### src/jtsm_consts.svh
// Constants for the transport sample mapper
`ifndef JTSM_CONSTS_SVH
`define JTSM_CONSTS_SVH
`define JTSM_SW     9
`define JTSM_NCH    4
`define JTSM_NSMP   4
`define JTSM_NLANE  6
`define JTSM_LW     40
`define JTSM_FDEPTH 4
`define JTSM_M1     4'h1
`define JTSM_M2     4'h2
`define JTSM_M3     4'h3
`define JTSM_M4     4'h4
`define JTSM_M5     4'h5
`define JTSM_M6     4'h6
`define JTSM_M7     4'h7
`define JTSM_M8     4'h8
`define JTSM_OCT_1  3'h1
`define JTSM_OCT_2  3'h2
`define JTSM_OCT_3  3'h3
`define JTSM_OCT_5  3'h5
`define JTSM_T3     3'h0
`define JTSM_T1     1'h0
`define JTSM_Z8     8'h00
`define JTSM_NL_1   3'h1
`define JTSM_NL_2   3'h2
`define JTSM_NL_3   3'h3
`define JTSM_NL_4   3'h4
`define JTSM_NL_6   3'h6
`endif

### src/jtsm_pkg.sv
// Types for the transport sample mapper
`include "jtsm_consts.svh"
package jtsm_pkg;
  // Device variant
  typedef enum logic [1:0] {
    JTSM_QUAD   = 2'h0,
    JTSM_DUAL   = 2'h1,
    JTSM_SINGLE = 2'h2
  } jtsm_var_t;
  // Output slot state, one-hot
  typedef enum logic [1:0] {
    JTSM_S_IDLE = 2'h1,
    JTSM_S_HOLD = 2'h2
  } jtsm_state_t;
  // One frame: smp[channel][sample index], channel 0 is A
  typedef struct packed {
    logic [`JTSM_NCH-1:0][`JTSM_NSMP-1:0][`JTSM_SW-1:0] smp;
  } jtsm_frame_t;
  // Lane octets, octet 0 in the top byte of each lane word
  typedef struct packed {
    logic [`JTSM_NLANE-1:0][`JTSM_LW-1:0] oct;
    logic [2:0]                           n_oct;
    logic [`JTSM_NLANE-1:0]               lane_en;
  } jtsm_lanes_t;
endpackage

### src/jtsm_mapper.sv
// Frame FIFO and lane sample mapper of the transport layer
//
// Functional notes
// - Mode 1: padded A0 then A1 top nibble
// - Mode 1 lane 1: A1 low, B0 top
// - Mode 1 lane 2: B0 bit0, B1 padded
// - Mode 2: one 8-bit sample per lane
// - Mode 3: four 10-bit samples per lane
// - Mode 4 lane 0: A padded, B top
// - Mode 5: A then B on lane 0
// - Mode 6 packs like mode 1
// - Mode 7: one 8-bit sample per lane
// - Mode 8: two 12-bit samples per lane
// - MSB first, extra low bits zero
// - Tail and filler bits are zero
// - Lowest lanes used, higher lanes off
`include "jtsm_consts.svh"
`timescale 1ns/1ps
`default_nettype none

////////////////////////////////////////////////////////////////////////
// Synchronous FIFO, width and depth as parameters
module jtsm_fifo #(
  parameter int W = 8,
  parameter int D = 4
) (
  input  wire logic         clk_sys,  // System clock
  input  wire logic         rst_n,    // Async reset, low
  input  wire logic         ce,       // Clock enable
  input  wire logic         wr_valid, // Write valid
  output logic              wr_ready, // Not full
  input  wire logic [W-1:0] wr_data,  // Write word
  output logic              rd_valid, // Not empty
  input  wire logic         rd_ready, // Reader takes word
  output logic [W-1:0]      rd_data   // Head word
);
  localparam int AW = (D > 1) ? $clog2(D) : 1;
  logic [W-1:0] mem [D];
  logic [AW-1:0] wp;
  logic [AW-1:0] rp;
  logic [AW:0]   cnt;
  logic          wr_go;
  logic          rd_go;

  // Full and empty come straight from the count
  assign wr_ready = (cnt != (AW+1)'(D)) ? 1'b1 : 1'b0;
  assign rd_valid = (cnt != '0);
  assign rd_data  = mem[rp];
  assign wr_go    = ce & wr_valid & wr_ready;
  assign rd_go    = ce & rd_valid & rd_ready;

  // Storage, no reset needed on data
  always_ff @(posedge clk_sys) begin
    if (wr_go) begin
      mem[wp] <= wr_data;
    end
  end

  // Pointers wrap at depth
  always_ff @(posedge clk_sys or negedge rst_n) begin
    if (!rst_n) begin
      wp <= '0;
      rp <= '0;
    end else begin
      if (wr_go) begin
        wp <= (wp == AW'(D - 1)) ? '0 : wp + 1'b1;
      end
      if (rd_go) begin
        rp <= (rp == AW'(D - 1)) ? '0 : rp + 1'b1;
      end
    end
  end

  // Occupancy
  always_ff @(posedge clk_sys or negedge rst_n) begin
    if (!rst_n) begin
      cnt <= '0;
    end else if (wr_go && !rd_go) begin
      cnt <= cnt + 1'b1;
    end else if (rd_go && !wr_go) begin
      cnt <= cnt - 1'b1;
    end
  end
endmodule

////////////////////////////////////////////////////////////////////////
// Mapper top: frames in, per-lane octets out
module jtsm_mapper #(
  parameter int FDEPTH = `JTSM_FDEPTH
) (
  input  wire logic              clk_sys,          // System clock
  input  wire logic              rst_n,            // Async reset, low
  input  wire logic              ce,               // Clock enable
  input  wire logic [3:0]        link_mode_select, // Link mode 1..8
  input  wire jtsm_pkg::jtsm_var_t variant,        // Quad, dual, single
  input  wire logic              in_valid,         // Frame offered
  output logic                   in_ready,         // FIFO has room
  input  wire jtsm_pkg::jtsm_frame_t in_frame,     // Samples of a frame
  output logic                   out_valid,        // Lane frame valid
  input  wire logic              out_ready,        // Link layer takes it
  output jtsm_pkg::jtsm_lanes_t  out_lanes         // Lane octets
);
  import jtsm_pkg::*;

  jtsm_frame_t f_data;
  logic        f_valid;
  logic        f_ready;
  logic        pop;
  jtsm_state_t state;

  ////////////////////////////////////////////////////////////////////
  // Sample padding helpers
  function automatic logic [11:0] p12(input logic [`JTSM_SW-1:0] s);
    p12 = {s, `JTSM_T3};
  endfunction

  function automatic logic [9:0] p10(input logic [`JTSM_SW-1:0] s);
    p10 = {s, `JTSM_T1};
  endfunction

  // 8-bit modes keep the top eight bits of the sample
  function automatic logic [7:0] s8(input logic [`JTSM_SW-1:0] s);
    s8 = s[`JTSM_SW-1 -: 8];
  endfunction

  // Lanes in use for a mode and variant
  function automatic logic [2:0] nlanes(input logic [3:0] m, input jtsm_var_t v);
    logic q;
    logic d;
    q = (v == JTSM_QUAD);
    d = (v == JTSM_DUAL);
    case (m)
      `JTSM_M1, `JTSM_M6: nlanes = q ? `JTSM_NL_6 : (d ? `JTSM_NL_3 : `JTSM_NL_2);
      `JTSM_M4:           nlanes = q ? `JTSM_NL_3 : (d ? `JTSM_NL_2 : `JTSM_NL_1);
      `JTSM_M5:           nlanes = q ? `JTSM_NL_2 : `JTSM_NL_1;
      `JTSM_M2, `JTSM_M3, `JTSM_M7, `JTSM_M8:
        nlanes = q ? `JTSM_NL_4 : (d ? `JTSM_NL_2 : `JTSM_NL_1);
      default:            nlanes = '0;
    endcase
  endfunction

  ////////////////////////////////////////////////////////////////////
  // Frame to lane mapping
  function automatic jtsm_lanes_t map(input jtsm_frame_t fi, input logic [3:0] m,
                                     input jtsm_var_t v);
    jtsm_frame_t f;
    jtsm_lanes_t r;
    logic [95:0] w12;
    logic [47:0] w4;
    logic [31:0] w8;
    logic [2:0]  nl;
    r  = '0;
    f  = fi;
    // Absent channels become zero filler, which yields the 0x00 octets
    if (v == JTSM_SINGLE) begin
      f.smp[1] = '0;
    end
    if (v != JTSM_QUAD) begin
      f.smp[2] = '0;
      f.smp[3] = '0;
    end
    w12 = {p12(f.smp[0][0]), p12(f.smp[0][1]), p12(f.smp[1][0]), p12(f.smp[1][1]),
           p12(f.smp[2][0]), p12(f.smp[2][1]), p12(f.smp[3][0]), p12(f.smp[3][1])};
    w4  = {p12(f.smp[0][0]), p12(f.smp[1][0]), p12(f.smp[2][0]), p12(f.smp[3][0])};
    w8  = {s8(f.smp[0][0]), s8(f.smp[1][0]), s8(f.smp[2][0]), s8(f.smp[3][0])};
    nl  = nlanes(m, v);
    case (m)
      // One 12-bit stream cut into 16-bit lane frames
      `JTSM_M1, `JTSM_M6: begin
        r.n_oct = `JTSM_OCT_2;
        for (int i = 0; i < 6; i++) begin
          r.oct[i][`JTSM_LW-1 -: 16] = w12[95-16*i -: 16];
        end
      end
      // Single-sample 12-bit stream over three lanes
      `JTSM_M4: begin
        r.n_oct = `JTSM_OCT_2;
        for (int i = 0; i < 3; i++) begin
          r.oct[i][`JTSM_LW-1 -: 16] = w4[47-16*i -: 16];
        end
      end
      // Two 8-bit samples per lane
      `JTSM_M5: begin
        r.n_oct = `JTSM_OCT_2;
        for (int i = 0; i < 2; i++) begin
          r.oct[i][`JTSM_LW-1 -: 16] = w8[31-16*i -: 16];
        end
      end
      // One channel per lane, one 8-bit sample
      `JTSM_M2, `JTSM_M7: begin
        r.n_oct = `JTSM_OCT_1;
        for (int i = 0; i < 4; i++) begin
          r.oct[i][`JTSM_LW-1 -: 8] = s8(f.smp[i][0]);
        end
      end
      // One channel per lane, four 10-bit samples
      `JTSM_M3: begin
        r.n_oct = `JTSM_OCT_5;
        for (int i = 0; i < 4; i++) begin
          r.oct[i] = {p10(f.smp[i][0]), p10(f.smp[i][1]),
                      p10(f.smp[i][2]), p10(f.smp[i][3])};
        end
      end
      // One channel per lane, two 12-bit samples
      `JTSM_M8: begin
        r.n_oct = `JTSM_OCT_3;
        for (int i = 0; i < 4; i++) begin
          r.oct[i][`JTSM_LW-1 -: 24] = {p12(f.smp[i][0]), p12(f.smp[i][1])};
        end
      end
      default: begin
        r.n_oct = '0;
      end
    endcase
    // Unused lanes idle at zero, so the powered-down drivers see no toggles
    for (int i = 0; i < `JTSM_NLANE; i++) begin
      r.lane_en[i] = (3'(i) < nl);
      if (!r.lane_en[i]) begin
        r.oct[i] = '0;
      end
    end
    map = r;
  endfunction

  ////////////////////////////////////////////////////////////////////
  // Input buffer absorbs bursts while the link layer stalls
  jtsm_fifo #(
    .W ($bits(jtsm_frame_t)),
    .D (FDEPTH)
  ) u_fifo (
    .clk_sys  (clk_sys),
    .rst_n    (rst_n),
    .ce       (ce),
    .wr_valid (in_valid),
    .wr_ready (in_ready),
    .wr_data  (in_frame),
    .rd_valid (f_valid),
    .rd_ready (f_ready),
    .rd_data  (f_data)
  );

  // Output slot empties or drains this cycle
  assign f_ready   = (state == JTSM_S_IDLE) || out_ready;
  assign pop       = ce & f_valid & f_ready;
  assign out_valid = (state == JTSM_S_HOLD);

  // Slot state
  always_ff @(posedge clk_sys or negedge rst_n) begin
    if (!rst_n) begin
      state <= JTSM_S_IDLE;
    end else if (ce) begin
      case (state)
        JTSM_S_IDLE: begin
          if (pop) begin
            state <= JTSM_S_HOLD;
          end
        end
        JTSM_S_HOLD: begin
          if (out_ready && !pop) begin
            state <= JTSM_S_IDLE;
          end
        end
        default: state <= JTSM_S_IDLE;
      endcase
    end
  end

  // Mapped lane data, mode sampled per frame
  always_ff @(posedge clk_sys or negedge rst_n) begin
    if (!rst_n) begin
      out_lanes <= '0;
    end else if (pop) begin
      out_lanes <= map(f_data, link_mode_select, variant);
    end
  end

  ////////////////////////////////////////////////////////////////////
  // Checks: helper copy of what was popped
  jtsm_frame_t c_f;
  logic [3:0]  c_m;
  jtsm_var_t   c_v;

  always_ff @(posedge clk_sys or negedge rst_n) begin
    if (!rst_n) begin
      c_f <= '0;
      c_m <= '0;
      c_v <= JTSM_QUAD;
    end else if (pop) begin
      c_f <= f_data;
      c_m <= link_mode_select;
      c_v <= variant;
    end
  end
endmodule

`default_nettype wire

### config.mk
export PLATFORM = sky130hd
export DESIGN_NAME = jtsm_mapper
export DESIGN_NICKNAME = d
export VERILOG_FILES = /design/src/jtsm_pkg.sv /design/src/jtsm_mapper.sv
export VERILOG_INCLUDE_DIRS = /design/src
export SDC_FILE = /design/constraint.sdc
export NUM_CORES = 1
export LEC_CHECK = 0
export BUFFER_PORTS_ARGS = -buffer_cell sky130_fd_sc_hd__buf_2
export CAP_MARGIN = 30
export CORE_MARGIN = 2
export CORE_UTILIZATION = 36
export CTS_CLUSTER_DIAMETER = 30
export DETAILED_ROUTE_END_ITERATION = 7
export PLACE_DENSITY = 0.62
export SYNTH_ARGS = -nofsm -noshare
export SYNTH_HDL_FRONTEND = slang
export SYNTH_SLANG_ARGS = --single-unit
### constraint.sdc
create_clock -name clk_sys -period 12.4 [get_ports clk_sys]
set_input_delay 0.62 -clock clk_sys [delete_from_list [all_inputs] [get_ports clk_sys]]
set_output_delay 0.62 -clock clk_sys [all_outputs]
set_load 0.1 [all_outputs]
==> impl_metrics.csv <==
group,metric,value,unit
worst_setup_path,path_class,"reg -> reg",
worst_setup_path,path_max_fanout,72,
floorplan,core_area,0.0821,mm^2
power_and_ir_drop,leakagePower,14.6,nW
timing,rsz0062_at_grt,"false",
floorplan,fp.dieW,292,um
drt,met1_length,31200,um
timing,worstMarginPinSlew,1.07,ns
timing,max_freq,0.285,GHz
drt,routed.top_layer,"met5",
place,dp.cells,2982,
worst_setup_path,cpPeakStageDelay,0.81,ns
timing,holdWs,0.119,ns
cts,clkTransAtPathRegs,0.05,ns
drt,drc,0,
cells_and_area,final_cells,3272,
cells_and_area,drive_gt1_frac,0.352,
drt,vias,17000,
drt,first_pass_iters,6,
timing,slew_headroom,0.289,
floorplan,ioPinCount,406,
worst_setup_path,rrSetupSlack,8.89,ns
worst_setup_path,crit_path_end_kind,"flop",
drt,wirelength,79400,um
global_routing,grt_max_degree,147,
worst_setup_path,cp_data_required_time,12.99,ns
yosys,synthesis.area,0.0298,mm^2
yosys,synth_warnings,0,
yosys,synth.distinct_cells,63,
place,dp_hpwl,49900,um
cts,insertion_delay,0.71,ns
drt,met3_length,5970,um
worst_hold_path,holdCritPathClass,"in -> reg",
floorplan,start_util,0.363,
yosys,synth_edf_count,576,
global_routing,grt_pass1_vias,17400,
timing,maxSlewViolCount,0,
cts,cts.sinks,768,
drt,drtIter0Drc,1280,
cts,cts-root-buf,"clkbuf_16",
global_routing,antenna_found_initial,29,
yosys,synthCells,1640,
power_and_ir_drop,p_per_area,243,mW/mm^2
cells_and_area,final_util,0.459,
yosys,synth.ff_latch_count,768,
timing,finClkSkew,0.0268,ns
cts,post_cts.repair.setup_buffers,0,
yosys,async_flop_share,0.250,
drt,postRouteAntennaNets,0,
worst_setup_path,crit_chain,"o31ai_1 -> a21oi_4 -> buf_4 -> inv_6 -> buf_4 -> nor3_4 -> buf_4 -> a22o_1",
timing,fin_tns_setup,0,ns
floorplan,die_h,292,um
drt,wl_met2,39600,um
outcome,status,"finished, final reports clean",
worst_setup_path,critPathTopFamily,"buffers and inverters",
worst_setup_path,crit_slowest_cell,"buf_4",
drt,vias_per_cell,5.21,
worst_setup_path,crit_buf_inv,4,
yosys,synthFlopType,"edfxtp_1",
floorplan,fp-row-count,105,
worst_setup_path,critPathMostFrequentCell,"buf_4",
worst_setup_path,cp.arrival,4.10,ns
cts,cts_tree,"built",
global_routing,gr-total-overflow,0,
timing,hold_violations,0,
worst_setup_path,startpoint_type,"flop",
drt,routedWlPerCell,24.3,um
cts,htree_levels,4,
global_routing,grt_pass1_wl,116000,um
cts,clk_path_buf_depth,3,
timing,period_needed,3.51,ns
yosys,yosys-top-cells-area,"edfxtp_1 (58%), dfrtp_1 (16%), mux4_2 (11%), a22o_1 (2.7%), buf_4 (2.1%)",
place,gp_congestion,0.884,
yosys,synth_top_area_cell,"edfxtp_1",
run,cap_violations,0,
floorplan,dieArea,0.0852,mm^2
cells_and_area,n_fill_cell,6999,
timing,finalCritPeriodShare,0.283,
yosys,avgSynthCellArea,18.2,um^2
yosys,synth-seq-area-share,0.741,
cts,cts_made_buffers,152,
global_routing,track_usage,0.186,
cells_and_area,area_growth,26.3,%
power_and_ir_drop,ir_worst_vdd,0.174,mV
cells_and_area,nets,2229,
timing,finalSetupViolations,0,
yosys,synth_top_area_share,0.580,
place,place_area,0.0324,mm^2
cells_and_area,fin_area,0.0377,mm^2
place,io_buffer_count,339,
where the power goes:
group | internal [W] | switching (W)
clock | 0.00274 | 0.00133
combinational | 0.000603 | 0.00133
sequential | 0.00305 | 0.000109
cells in the final DEF, fill, tap and decap left out, drive strengths merged, types with 48 or more instances in the layout:
master  netlist  routed
edfxtp      576     576
buf         129     366
clkbuf       30     196
dfrtp       191     191
nand2       149     149
mux4        144     144
a22o         92      92
o21ai        85      85
conb          1      66
a22oi        48      48
registers in the layout (all words and copies together) (netlist names):
| register | flops |
|---|---|
| u_fifo.wp | 2 |
| u_fifo.cnt | 3 |
| u_fifo.mem | 576 |
| out_lanes | 183 |
| u_fifo.rp | 2 |
| state | 2 |
layer usage:
layer  global-route usage  vias up
li1                     -     7296
met1                0.229     8799
met2                0.309      709
met3               0.0591      203
met4               0.0683       24
met5                    0        -
metrics by stage:
stage,total power (W),setup WS (ns)
after floorplan,0.00466,6.93
after global placement,0.00513,8.77
after detailed placement,0.00517,8.80
after CTS,0.00927,8.79
after global routing,0.00950,8.60
final,0.00917,8.89
worst paths after layout:
check                               from                  to  depth (start not counted)
max                        u_fifo.cnt[0]       out_lanes[97]                          8
min in group asynchronous          rst_n       out_lanes[91]                          2
min                        in_frame[141]  u_fifo.mem[3][141]                          1
max reg2reg                u_fifo.cnt[0]       out_lanes[97]                          8
max in group asynchronous          rst_n      out_lanes[125]                          3
min reg2reg                out_lanes[18]       out_lanes[18]                          2
area by class of cell:
type                       count  area (um^2)  share of cell area
antenna                        5         12.5            0.000332
clock buffer                 196         4140               0.110
clock inverter                88         1070              0.0285
inverter                      26          103             0.00272
multi-input combinational    752         6930               0.184
sequential                   768        22100               0.587
tap                         1070         1340              0.0355
timing repair buffer         367         1960              0.0521
cell usage after synthesis (all sizes together) (6+ instances only):
| cell type | count |
|---|---|
| a21oi | 16 |
| a221oi | 7 |
| a22o | 92 |
| a22oi | 48 |
| buf | 129 |
| clkbuf | 30 |
| dfrtp | 191 |
| edfxtp | 576 |
| ha | 6 |
| inv | 26 |
| mux4 | 144 |
| nand2 | 149 |
| nand2b | 9 |
| nand3 | 29 |
| nor2 | 20 |
| nor3 | 6 |
| o21ai | 85 |
what timing repair did:
action | CTS | global route
endpoints found under the setup margin | 0 | 0
hold buffers | 1 | 0
hold endpoints to repair | 58 | 0
gates resized for setup | 0 | 0
cells by family (layout without fill, tap and decap cells):
group | count (synthesis) | in the layout | share of synthesized area
AO/OA/AOI/OAI | 286 | 286 | 0.0701
XOR/XNOR | 4 | 4 | 0.00117
adder cells (fa/ha/maj) | 7 | 7 | 0.00319
buffers and inverters | 185 | 677 | 0.0360
flip-flops | 768 | 768 | 0.741
multiplexers | 145 | 145 | 0.109
other | 1 | 71 | 0.000126
AND/OR/NAND/NOR | 244 | 244 | 0.0392
worst register-to-register path: stages, from the launching register on:
cell and delay, ns:
dfrtp_1 0.43, o31ai_1 0.54, a21oi_4 0.03, buf_4 0.32, inv_6 0.50, buf_4 0.87
nor3_4 0.09, buf_4 0.31, a22o_1 0.29
Note: power is estimated with default switching activity, not from simulation.
